===== src/design/psc_pkg.sv =====
// Constants shared by both ends of the protocol sequence status link.
package psc_pkg;
  localparam int PORTS     = 2;
  localparam int CLK_HZ    = 40_000_000;
  localparam int ABORT_MS  = 15;
  localparam int MS_PER_S  = 1000;
  // A least time, so the cycle count rounds up.
  localparam int ABORT_CYC = (ABORT_MS * (CLK_HZ / MS_PER_S) * MS_PER_S + MS_PER_S - 1) / MS_PER_S;
  localparam int SCAN_CYC  = 40_000;
  localparam int CNT_W     = 21;
  localparam int CASE_W    = 4;
  localparam int REP_W     = 8;
  localparam int DATA_W    = 8;
  localparam int ADDR_W    = 4;
  localparam int AXI_W     = 32;
  localparam int LANE_W    = 8;
  localparam int INFO_W    = 16;
  localparam logic [ADDR_W-1:0] ADDR_CTRL   = 4'h0;
  localparam logic [ADDR_W-1:0] ADDR_STATUS = 4'h4;
  localparam logic [ADDR_W-1:0] ADDR_INFO   = 4'h8;
  localparam int CTL_RUN     = 0;
  localparam int CTL_ABORT   = 1;
  localparam int CTL_RESTART = 2;
  localparam int ST_EXEC     = 0;
  localparam int ST_STEP_ERR = 1;
  localparam int ST_END      = 2;
  localparam int ST_ABORT    = 3;
  localparam int ST_RESTART  = 4;
  localparam int ST_STORED   = 5;
  localparam int ST_CONFLICT = 6;
  localparam int ST_REJECT   = 7;
  localparam int INF_CASE    = 0;
  localparam int INF_STEP    = 4;
  localparam int INF_REP     = 8;
  localparam logic [1:0] RESP_OKAY   = 2'h0;
  localparam logic [1:0] RESP_SLVERR = 2'h2;
endpackage


===== src/design/special_status_area_if.sv =====
// Interface joining the host end and the communications board end.
`timescale 1ns/100ps
interface special_status_area_if;
  logic [psc_pkg::PORTS-1:0]                     run_protocol_sequence;
  logic [psc_pkg::PORTS-1:0]                     abort_bit;
  logic [psc_pkg::PORTS-1:0]                     restart_req;
  logic [psc_pkg::PORTS-1:0]                     exec_flag;
  logic [psc_pkg::PORTS-1:0]                     step_err_flag;
  logic [psc_pkg::PORTS-1:0]                     seq_end_flag;
  logic [psc_pkg::PORTS-1:0]                     seq_abort_flag;
  logic [psc_pkg::PORTS-1:0]                     restart_bit;
  logic [psc_pkg::PORTS-1:0]                     stored_flag;
  logic [psc_pkg::PORTS-1:0]                     sequence_conflict_fatal_error;
  logic [psc_pkg::PORTS-1:0]                     run_rejected;
  logic [psc_pkg::PORTS-1:0][psc_pkg::CASE_W-1:0] case_no;
  logic [psc_pkg::PORTS-1:0][psc_pkg::CASE_W-1:0] step_no;
  logic [psc_pkg::PORTS-1:0][psc_pkg::REP_W-1:0]  repeat_cnt;

  modport dev (
    input  run_protocol_sequence, abort_bit, restart_req,
    output exec_flag, step_err_flag, seq_end_flag, seq_abort_flag, restart_bit,
    output stored_flag, sequence_conflict_fatal_error, run_rejected,
    output case_no, step_no, repeat_cnt
  );
  modport host (
    output run_protocol_sequence, abort_bit, restart_req,
    input  exec_flag, step_err_flag, seq_end_flag, seq_abort_flag, restart_bit,
    input  stored_flag, sequence_conflict_fatal_error, run_rejected,
    input  case_no, step_no, repeat_cnt
  );
endinterface


===== src/design/plc_cpu_end.sv =====
// Host end: AXI4-Lite registers driving the status link to the board.
`timescale 1ns/100ps
module plc_cpu_end #(
  parameter int HOLD_CYC = psc_pkg::ABORT_CYC + psc_pkg::SCAN_CYC
) (
  // Clock and reset
  input  wire logic                       clk,
  input  wire logic                       rst,
  // AXI4-Lite write channels
  input  wire logic                       awvalid,
  output logic                            awready,
  input  wire logic [psc_pkg::ADDR_W-1:0] awaddr,
  input  wire logic                       wvalid,
  output logic                            wready,
  input  wire logic [psc_pkg::AXI_W-1:0]  wdata,
  input  wire logic [3:0]                 wstrb,
  output logic                            bvalid,
  input  wire logic                       bready,
  output logic      [1:0]                 bresp,
  // AXI4-Lite read channels
  input  wire logic                       arvalid,
  output logic                            arready,
  input  wire logic [psc_pkg::ADDR_W-1:0] araddr,
  output logic                            rvalid,
  input  wire logic                       rready,
  output logic      [psc_pkg::AXI_W-1:0]  rdata,
  output logic      [1:0]                 rresp,
  // Status link to the board
  special_status_area_if.host             ssa
);
  localparam int NP = psc_pkg::PORTS;
  localparam int CW = psc_pkg::CNT_W;
  localparam int LW = psc_pkg::LANE_W;
  localparam int IW = psc_pkg::INFO_W;

  typedef struct packed {
    logic                        aw_rdy;
    logic                        w_rdy;
    logic                        ar_rdy;
    logic                        awg;
    logic                        wg;
    logic [psc_pkg::ADDR_W-1:0]  awa;
    logic [psc_pkg::AXI_W-1:0]   wd;
    logic [3:0]                  ws;
    logic                        bv;
    logic [1:0]                  br;
    logic                        rv;
    logic [psc_pkg::AXI_W-1:0]   rd;
    logic [1:0]                  rr;
    logic [NP-1:0]               run;
    logic [NP-1:0]               abort_sw;
    logic [NP-1:0]               abort_out;
    logic [NP-1:0]               rst_req;
    logic [NP-1:0]               conflict;
    logic [NP-1:0]               reject;
    logic [NP-1:0][CW-1:0]       guard;
  } state_t;

  state_t q;
  state_t d;

  always_comb begin
    logic [psc_pkg::AXI_W-1:0] stat_w;
    logic [psc_pkg::AXI_W-1:0] info_w;
    logic [psc_pkg::AXI_W-1:0] ctrl_w;
    stat_w    = '0;
    info_w    = '0;
    ctrl_w    = '0;
    d         = q;
    d.run     = '0;
    d.rst_req = '0;
    for (int p = 0; p < NP; p++) begin
      ctrl_w[p*LW + psc_pkg::CTL_ABORT]   = q.abort_sw[p];
      stat_w[p*LW + psc_pkg::ST_EXEC]     = ssa.exec_flag[p];
      stat_w[p*LW + psc_pkg::ST_STEP_ERR] = ssa.step_err_flag[p];
      // Outcome flags count only once the execution flag is clear.
      stat_w[p*LW + psc_pkg::ST_END]      = ssa.seq_end_flag[p] && !ssa.exec_flag[p];
      stat_w[p*LW + psc_pkg::ST_ABORT]    = ssa.seq_abort_flag[p] && !ssa.exec_flag[p];
      stat_w[p*LW + psc_pkg::ST_RESTART]  = ssa.restart_bit[p];
      stat_w[p*LW + psc_pkg::ST_STORED]   = ssa.stored_flag[p];
      stat_w[p*LW + psc_pkg::ST_CONFLICT] = q.conflict[p];
      stat_w[p*LW + psc_pkg::ST_REJECT]   = q.reject[p];
      info_w[p*IW + psc_pkg::INF_CASE +: psc_pkg::CASE_W] = ssa.case_no[p];
      info_w[p*IW + psc_pkg::INF_STEP +: psc_pkg::CASE_W] = ssa.step_no[p];
      info_w[p*IW + psc_pkg::INF_REP +: psc_pkg::REP_W]   = ssa.repeat_cnt[p];
      if (q.guard[p] != '0) begin
        d.guard[p] = q.guard[p] - 1'b1;
      end
    end

    // Address and data are taken apart; the write runs once both are in.
    if (awvalid && q.aw_rdy) begin
      d.awg = 1'b1;
      d.awa = awaddr;
    end
    if (wvalid && q.w_rdy) begin
      d.wg = 1'b1;
      d.wd = wdata;
      d.ws = wstrb;
    end
    if (q.awg && q.wg) begin
      d.awg = 1'b0;
      d.wg  = 1'b0;
      d.bv  = 1'b1;
      d.br  = psc_pkg::RESP_OKAY;
      case (q.awa)
        psc_pkg::ADDR_CTRL: begin
          for (int p = 0; p < NP; p++) begin
            if (q.ws[p]) begin
              // A start in the guard window would hit abort processing.
              if (q.wd[p*LW + psc_pkg::CTL_RUN]) begin
                if (q.guard[p] != '0) begin
                  d.reject[p] = 1'b1;
                end else begin
                  d.run[p] = 1'b1;
                end
              end
              d.abort_sw[p] = q.wd[p*LW + psc_pkg::CTL_ABORT];
              if (q.wd[p*LW + psc_pkg::CTL_ABORT] && !q.abort_sw[p]) begin
                d.guard[p] = CW'(HOLD_CYC);
              end
              d.rst_req[p] = q.wd[p*LW + psc_pkg::CTL_RESTART];
            end
          end
        end
        psc_pkg::ADDR_STATUS: begin
          for (int p = 0; p < NP; p++) begin
            if (q.ws[p] && q.wd[p*LW + psc_pkg::ST_CONFLICT]) begin
              d.conflict[p] = 1'b0;
            end
            if (q.ws[p] && q.wd[p*LW + psc_pkg::ST_REJECT]) begin
              d.reject[p] = 1'b0;
            end
          end
        end
        psc_pkg::ADDR_INFO: begin
          d.br = psc_pkg::RESP_OKAY;
        end
        default: begin
          d.br = psc_pkg::RESP_SLVERR;
        end
      endcase
    end
    if (q.bv && bready) begin
      d.bv = 1'b0;
    end

    if (arvalid && q.ar_rdy) begin
      d.rv = 1'b1;
      d.rr = psc_pkg::RESP_OKAY;
      case (araddr)
        psc_pkg::ADDR_CTRL:   d.rd = ctrl_w;
        psc_pkg::ADDR_STATUS: d.rd = stat_w;
        psc_pkg::ADDR_INFO:   d.rd = info_w;
        default: begin
          d.rd = '0;
          d.rr = psc_pkg::RESP_SLVERR;
        end
      endcase
    end
    if (q.rv && rready) begin
      d.rv = 1'b0;
    end

    // Device events come after the clears so a same-cycle event survives.
    for (int p = 0; p < NP; p++) begin
      if (ssa.sequence_conflict_fatal_error[p]) begin
        d.conflict[p] = 1'b1;
      end
      if (ssa.run_rejected[p]) begin
        d.reject[p] = 1'b1;
      end
      // The guard holds the bit even if software drops it early.
      d.abort_out[p] = d.abort_sw[p] || (d.guard[p] != '0);
    end
    d.aw_rdy = !d.awg && !d.bv;
    d.w_rdy  = !d.wg && !d.bv;
    d.ar_rdy = !d.rv;
  end

  always_ff @(posedge clk) begin
    if (rst) begin
      q <= '0;
    end else begin
      q <= d;
    end
  end

  assign awready                   = q.aw_rdy;
  assign wready                    = q.w_rdy;
  assign bvalid                    = q.bv;
  assign bresp                     = q.br;
  assign arready                   = q.ar_rdy;
  assign rvalid                    = q.rv;
  assign rdata                     = q.rd;
  assign rresp                     = q.rr;
  assign ssa.run_protocol_sequence = q.run;
  assign ssa.abort_bit             = q.abort_out;
  assign ssa.restart_req           = q.rst_req;

endmodule // plc_cpu_end


===== src/flat_wrapper.sv =====
// flat-port wrapper written by rule: the top's interface ports become plain ports
module plc_cpu_end_flat 
#(
  parameter int HOLD_CYC = psc_pkg::ABORT_CYC + psc_pkg::SCAN_CYC
)
  (clk, rst, awvalid, awready, awaddr, wvalid, wready, wdata, wstrb, bvalid, bready, bresp, arvalid, arready, araddr, rvalid, rready, rdata, rresp, ssa_run_protocol_sequence, ssa_abort_bit, ssa_restart_req, ssa_exec_flag, ssa_step_err_flag, ssa_seq_end_flag, ssa_seq_abort_flag, ssa_restart_bit, ssa_stored_flag, ssa_sequence_conflict_fatal_error, ssa_run_rejected, ssa_case_no, ssa_step_no, ssa_repeat_cnt);
  special_status_area_if ssa_i ();
  input  wire logic clk;
  input  wire logic rst;
  input  wire logic awvalid;
  output logic awready;
  input  wire logic [psc_pkg::ADDR_W-1:0] awaddr;
  input  wire logic wvalid;
  output logic wready;
  input  wire logic [psc_pkg::AXI_W-1:0] wdata;
  input  wire logic [3:0] wstrb;
  output logic bvalid;
  input  wire logic bready;
  output logic      [1:0] bresp;
  input  wire logic arvalid;
  output logic arready;
  input  wire logic [psc_pkg::ADDR_W-1:0] araddr;
  output logic rvalid;
  input  wire logic rready;
  output logic      [psc_pkg::AXI_W-1:0] rdata;
  output logic      [1:0] rresp;
  output wire logic [$bits(ssa_i.run_protocol_sequence)-1:0] ssa_run_protocol_sequence;
  output wire logic [$bits(ssa_i.abort_bit)-1:0] ssa_abort_bit;
  output wire logic [$bits(ssa_i.restart_req)-1:0] ssa_restart_req;
  input wire logic [$bits(ssa_i.exec_flag)-1:0] ssa_exec_flag;
  input wire logic [$bits(ssa_i.step_err_flag)-1:0] ssa_step_err_flag;
  input wire logic [$bits(ssa_i.seq_end_flag)-1:0] ssa_seq_end_flag;
  input wire logic [$bits(ssa_i.seq_abort_flag)-1:0] ssa_seq_abort_flag;
  input wire logic [$bits(ssa_i.restart_bit)-1:0] ssa_restart_bit;
  input wire logic [$bits(ssa_i.stored_flag)-1:0] ssa_stored_flag;
  input wire logic [$bits(ssa_i.sequence_conflict_fatal_error)-1:0] ssa_sequence_conflict_fatal_error;
  input wire logic [$bits(ssa_i.run_rejected)-1:0] ssa_run_rejected;
  input wire logic [$bits(ssa_i.case_no)-1:0] ssa_case_no;
  input wire logic [$bits(ssa_i.step_no)-1:0] ssa_step_no;
  input wire logic [$bits(ssa_i.repeat_cnt)-1:0] ssa_repeat_cnt;
  assign ssa_run_protocol_sequence = ssa_i.run_protocol_sequence;
  assign ssa_abort_bit = ssa_i.abort_bit;
  assign ssa_restart_req = ssa_i.restart_req;
  assign ssa_i.exec_flag = ssa_exec_flag;
  assign ssa_i.step_err_flag = ssa_step_err_flag;
  assign ssa_i.seq_end_flag = ssa_seq_end_flag;
  assign ssa_i.seq_abort_flag = ssa_seq_abort_flag;
  assign ssa_i.restart_bit = ssa_restart_bit;
  assign ssa_i.stored_flag = ssa_stored_flag;
  assign ssa_i.sequence_conflict_fatal_error = ssa_sequence_conflict_fatal_error;
  assign ssa_i.run_rejected = ssa_run_rejected;
  assign ssa_i.case_no = ssa_case_no;
  assign ssa_i.step_no = ssa_step_no;
  assign ssa_i.repeat_cnt = ssa_repeat_cnt;
  plc_cpu_end #(.HOLD_CYC(HOLD_CYC)) u_core (.clk(clk), .rst(rst), .awvalid(awvalid), .awready(awready), .awaddr(awaddr), .wvalid(wvalid), .wready(wready), .wdata(wdata), .wstrb(wstrb), .bvalid(bvalid), .bready(bready), .bresp(bresp), .arvalid(arvalid), .arready(arready), .araddr(araddr), .rvalid(rvalid), .rready(rready), .rdata(rdata), .rresp(rresp), .ssa(ssa_i));
endmodule

===== config.mk =====
export PLATFORM = sky130hd
export DESIGN_NAME = plc_cpu_end_flat
export DESIGN_NICKNAME = d
export VERILOG_FILES = /design/src/design/psc_pkg.sv /design/src/design/special_status_area_if.sv /design/src/design/plc_cpu_end.sv /design/src/flat_wrapper.sv
export SDC_FILE = /design/constraint.sdc
export NUM_CORES = 1
export LEC_CHECK = 0
export ABC_CLOCK_PERIOD_IN_PS = 4200
export BUFFER_PORTS_ARGS = -buffer_cell sky130_fd_sc_hd__buf_4
export CORE_ASPECT_RATIO = 1.5
export CORE_MARGIN = 1
export CORE_UTILIZATION = 57
export CTS_CLUSTER_SIZE = 25
export DETAILED_ROUTE_END_ITERATION = 8
export PLACE_DENSITY = 0.93
export SYNTH_ARGS = -nofsm -noshare
export SYNTH_HDL_FRONTEND = slang
export SYNTH_SLANG_ARGS = --single-unit

===== constraint.sdc =====
create_clock -name clk -period 4.2 [get_ports clk]
set_clock_uncertainty 0.05 [all_clocks]
set_input_delay 0.63 -clock clk [delete_from_list [all_inputs] [get_ports clk]]
set_output_delay 0.63 -clock clk [all_outputs]
set_load 0.02 [all_outputs]

* After elaboration in Yosys (flattened, before gate mapping)
Cells that the tools add are included.
** Word-level totals
- Register bits :: 119
- Latch bits :: 0
- Bits in writable memories :: 0
- Bits in read-only memories :: 0
- Bits of input ports :: 99
- Output and inout port bits :: 47
- Logic and storage cells :: 139
- Memories kept :: 0
** Operators by class
- Add/sub/neg operators :: 2
- Multiply operators :: 0
- Divide/modulo/power cells :: 0
- Order comparisons :: 0
- Equal/unequal tests :: 12
- Shifts and indexed selects :: 0
- Mux-type cells :: 40
- Bitwise gates (word level) :: 6
- Reductions and logical operators :: 54
** Operators with widths (count)
- two-way mux 21 bit :: 6
- case mux 32 bit (3 select lines) :: 1
- nonzero test 21 bit :: 4
- two-way mux 46 bit :: 1
- two-way mux 42 bit :: 1
- subtractor 21 x 1 -> 21 bit, second input constant :: 2
- two-way mux 35 bit :: 1
- != test 3 x 2 -> 1 bit, second input constant :: 8
- two-way mux 1 bit :: 22
- logical AND 1 bit :: 18
- nonzero test 2 bit :: 8
- two-way mux 2 bit :: 6
- AND reduction 6 bit :: 2
- OR reduction 5 bit :: 2
- == test 4 x 3 -> 1 bit, second input constant :: 2
- == test 4 bit, second input constant :: 2
- zero test 1 bit :: 8
- zero test 4 bit :: 2
- OR reduction 4 bit :: 2
- NOT 1 bit :: 6
- AND reduction 3 bit :: 2
- nonzero test 3 bit :: 2
- OR reduction 3 bit :: 2
- case mux 2 bit (2 select lines) :: 1
- 2 further kinds :: 3

* Longest topological paths before layout
- Word-level depth :: 8
- Depth in mapped cells :: 10
- Gate-level depth less buffers :: 8

* Least setup slack after synthesis
No wires, ideal clock.
- Path kind :: reg-to-reg
- From :: reg u_core.q[21] (netlist bit)
- To :: reg u_core.q, in the netlist u_core.ssa.abort_bit[1]
- Library setup time :: 0.142 ns
- Data arrival time :: 2.424 ns
- Required time :: 4.008 ns
- Setup slack :: 1.584 ns
- Cell stages (with the launch flop) :: 10
- Path buffers :: 1
- Clock period less this slack :: 2.616 ns
- Path through :: dfxtp_1 > clkbuf_1 > inv_1 > ha_1 > nor4b_4 > nand2_1 > a2111oi_0 > xor2_1 > a2111oi_0 > a41oi_1
** Between the ends
- Word-level cells in the longest chain between the ends :: 8
- Elaborated cells between the ends (all ways) :: 9
- Classes of those cells :: add/sub: 1; mux: 5; reduce/logical: 3
** RTL lines
- start, declared :: line plc_cpu_end.sv:59 : state_t q;
- start signal, assigned :: line plc_cpu_end.sv:183 : q <= '0;
- start signal, assigned :: line plc_cpu_end.sv:185 : q <= d;
- subtractor 21 x 1 -> 21 bit or nonzero test 21 bit (tied branches) :: line plc_cpu_end.sv:87, plc_cpu_end.sv:86
- two-way mux 21 bit * :: line plc_cpu_end.sv:86 : if (q.guard[p] != '0) begin
- two-way mux 21 bit :: line plc_cpu_end.sv:119 : if (q.wd[p*LW + psc_pkg::CTL_ABORT] && !q.abort_sw[p]) begin
- two-way mux 21 bit :: line plc_cpu_end.sv:109 : if (q.ws[p]) begin
- two-way mux 42 bit :: line plc_cpu_end.sv:106 : case (q.awa)
- two-way mux 46 bit * :: line plc_cpu_end.sv:101 : if (q.awg && q.wg) begin
- nonzero test 21 bit * :: line plc_cpu_end.sv:174 : d.abort_out[p] = d.abort_sw[p] || (d.guard[p] != '0);
- logical OR 1 bit * :: line plc_cpu_end.sv:174
Mark *: on every way between the ends. The rest lies on a longest branch, timed or not. The select of a mux whose other input is x is not followed.
A chain may end at the register's enable or synchronous reset.

* Worst setup path in the final report
Same ends and word-level chain as after synthesis.

==> impl_metrics.json <==
{
  "status": "finished, final reports clean",
  "antenna_found_initial": 0,
  "start_util_pct": 58.5,
  "drtAntennaViolNets": 0,
  "hold_ws_ps": 405,
  "finalCritPeriodShare_pct": 75.6,
  "min_path_type": "reg -> reg",
  "grtUsageTotal_pct": 28.0,
  "cts_resized": 0,
  "cts_setup_buffers": 0,
  "crit_type": "reg -> reg",
  "path_max_fanout": 9,
  "slowest_delay_ps": 560,
  "slowest_stage": "a2111oi_0",
  "critPathArrivalTime_ps": 3310,
  "drc": 0,
  "tightest_slew_ps": 1060,
  "synth_seq_area_share_pct": 41.1,
  "synthCells": 672,
  "peakVddDrop_mv": 0.499,
  "coreArea_um2": 9250,
  "critPathBufInv": 1,
  "diodes": 0,
  "area_delta_synth_final_pct": 16.0,
  "fin_crit_ps": 3180,
  "drv_cap": 0,
  "firstDrtPassIters": 5,
  "yosys_register_bits": 111,
  "netlist_area_um2": 5410,
  "clkLatencyLatePin_ps": 350,
  "cp-start-kind": "flip-flop",
  "powerDensity_nw_per_um2": 658,
  "synth-edff-count": 0,
  "first_global_vias": 4620,
  "io_pins": 146,
  "clockBufferDepth": 2,
  "p_leak_nw": 2.51,
  "drtIter0Drc": 298,
  "grt_max_degree": 84,
  "grt_setup_unrepaired": "false",
  "row_count": 43,
  "die_area_um2": 9900,
  "wl_per_cell_um": 15.9,
  "critPathTopFamily": "compound AO/OA/AOI/OAI gates",
  "setup_viol": 0,
  "place_ws_ps": 1140,
  "fillCellCount": 758,
  "cts_buffers": 9,
  "critPathCaptureType": "flip-flop",
  "synth_top_flop_cell": "dfxtp_1",
  "required_ps": 4330,
  "grt_pass1_wl_mm": 21.2,
  "async_flop_share_pct": 0,
  "tns_ps": 0,
  "hpwl_mm": 9.89,
  "htree_levels": 3,
  "postCtsHoldBufs": 0,
  "maxSlewViolCount": 0,
  "die-height_um": 121,
  "io_buffers": 119,
  "yosys_warnings": 0,
  "fin_util_pct": 67.8,
  "cp_cell_sequence": "inv_1, ha_1, nor4b_4, nand2_1, a2111oi_0, xor2_1, a2111oi_0, a41oi_1",
  "wirelength_mm": 13.4,
  "relSlewSlack_pct": 29.5,
  "syn-mean-instance-area_um2": 8.05,
  "layout_setup_ws_ps": 1020,
  "yosysUniqueCellTypes": 59,
  "gp_congestion": 0.945,
  "finalPower_mw": 4.13,
  "vias": 5028,
  "hold_violations": 0,
  "fin_nets": 829,
  "cp_common_cell": "a2111oi_0",
  "clock-sinks": 111,
  "avgViaCountPerCell": 5.97,
  "grt_overflow": 0,
  "cts_root_buf": "clkbuf_16",
  "drive_gt1_share_pct": 21.0,
  "clkTransAtPathRegs_ps": 70,
  "tritoncts": "done",
  "fmax_mhz": 315,
  "die_width_um": 81.6
}
## flip-flops by register name (all words and copies together) (netlist names)
signal,flops
u_core.arready,1
u_core.awready,1
u_core.bresp,1
u_core.bvalid,1
u_core.q,66
u_core.rdata,32
u_core.rresp,1
u_core.rvalid,1
u_core.ssa.abort_bit,2
u_core.ssa.restart_req,2
u_core.ssa.run_protocol_sequence,2
u_core.wready,1
## routing by layer
metal | routed length, um | global-route usage, % | part of all wire (%)
met5 | 0 | 0 | 0
met3 | 782 | 5.34 | 5.8
met2 | 7130 | 50.3 | 53
met1 | 4970 | 30.2 | 37
met4 | 511 | 14.3 | 3.8
## metrics by stage
step | area (um2) | std cells
2_1_floorplan | 5420 | 673
3_3_place_gp | 6020 | 829
3_5_place_dp | 6020 | 829
4_1_cts | 6280 | 842
5_1_grt | 6280 | 842
6_report | 6280 | 842
## report_power, final
part	total (mW)	internal [mW]	switching, mW
Clock	0.762	0.407	0.356
Combinational	1.91	0.799	1.11
Sequential	1.46	1.23	0.233
## cell usage after synthesis, types with 3 or more instances
| cell type | instances | share of area (%) |
|---|---|---|
| a21oi_1 | 79 | 7.3 |
| nor3b_1 | 7 | 0.97 |
| nand2b_1 | 5 | 0.58 |
| nor4b_1 | 4 | 0.65 |
| nand3_1 | 30 | 2.8 |
| a211oi_1 | 7 | 0.97 |
| nor4_1 | 7 | 0.81 |
| nand4b_1 | 4 | 0.65 |
| mux2_2 | 3 | 0.62 |
| nand2_1 | 72 | 5.0 |
| nand4_1 | 7 | 0.81 |
| xor2_1 | 13 | 2.1 |
| o21ai_0 | 7 | 0.65 |
| and2_1 | 3 | 0.35 |
| a41oi_1 | 4 | 0.65 |
| a31oi_1 | 5 | 0.58 |
| xnor2_1 | 10 | 1.6 |
| mux2i_1 | 4 | 0.74 |
| buf_4 | 42 | 5.8 |
| nor4_2 | 3 | 0.69 |
| nand3b_1 | 5 | 0.69 |
| clkbuf_1 | 33 | 2.3 |
| inv_1 | 6 | 0.42 |
| dfxtp_1 | 111 | 41 |
| or4_1 | 6 | 0.83 |
| or2_2 | 3 | 0.35 |
| nor2b_1 | 13 | 1.5 |
| a22oi_1 | 14 | 1.9 |
| a311oi_1 | 4 | 0.65 |
| nor2_1 | 93 | 6.5 |
| nor3_1 | 16 | 1.5 |
| o31ai_1 | 4 | 0.55 |
| a2111oi_0 | 4 | 0.65 |
| or3_1 | 14 | 1.6 |
## area by class of cell
class                           count  area, um2  area share, %
Multi-Input combinational cell    478       2720           43.4
Timing Repair Buffer              122        916           14.6
Clock buffer                       11        243           3.87
Tap cell                          112        140           2.23
Inverter                            6       22.5          0.359
Clock inverter                      2       10.0          0.159
Sequential cell                   111       2220           35.4
## worst register-to-register path, delay by kind of cell (launching register included)
family | cells | cell delay (ps)
xor+xnor | 1 | 160
buf+inv | 1 | 90
flops | 1 | 400
simple gates | 2 | 770
fa+ha+maj | 1 | 260
compound gates | 3 | 1270
## placed cells by master (no fill, tap or decap), types with 3 or more instances in the layout
cell type,count
nor4_1,7
nand3_1,30
buf_4,122
a22oi_1,14
inv_1,6
nand3b_1,5
o31ai_1,4
nor3b_1,6
a41oi_1,4
or2_2,3
xor2_1,13
mux2_2,3
dfxtp_1,111
nand4_1,7
nor4b_1,3
nor2b_1,13
o21ai_0,7
and2_1,3
nor2_1,93
xnor2_1,10
nand2_1,72
nand2b_1,5
or3_1,14
mux2i_1,4
a31oi_1,5
clkbuf_16,9
a311oi_1,4
a2111oi_0,4
or4_1,6
nor3_1,16
a211oi_1,7
nand4b_1,4
a21oi_1,79
nor4_2,3
## cell families after synthesis
group | share of synthesized area [%]
XOR/XNOR | 3.72
multiplexers | 1.36
flip-flops | 41.1
AO/OA/AOI/OAI | 16.2
buffers and inverters | 8.90
other | 0.0693
AND/OR/NAND/NOR | 28.2
adder cells (fa/ha/maj) | 0.462
## path summary, 6_finish.rpt
check / from / end / slack [ps] / depth (start not counted)
min reg2reg: u_core.rdata[20] / u_core.rdata[20] / 410 / 2
min: u_core.rdata[20] / u_core.rdata[20] / 410 / 2
max reg2reg: u_core.q[21] / u_core.ssa.abort_bit[1] / 1020 / 8
max: u_core.q[21] / u_core.ssa.abort_bit[1] / 1020 / 8
Power figures use the tool's default switching activity.
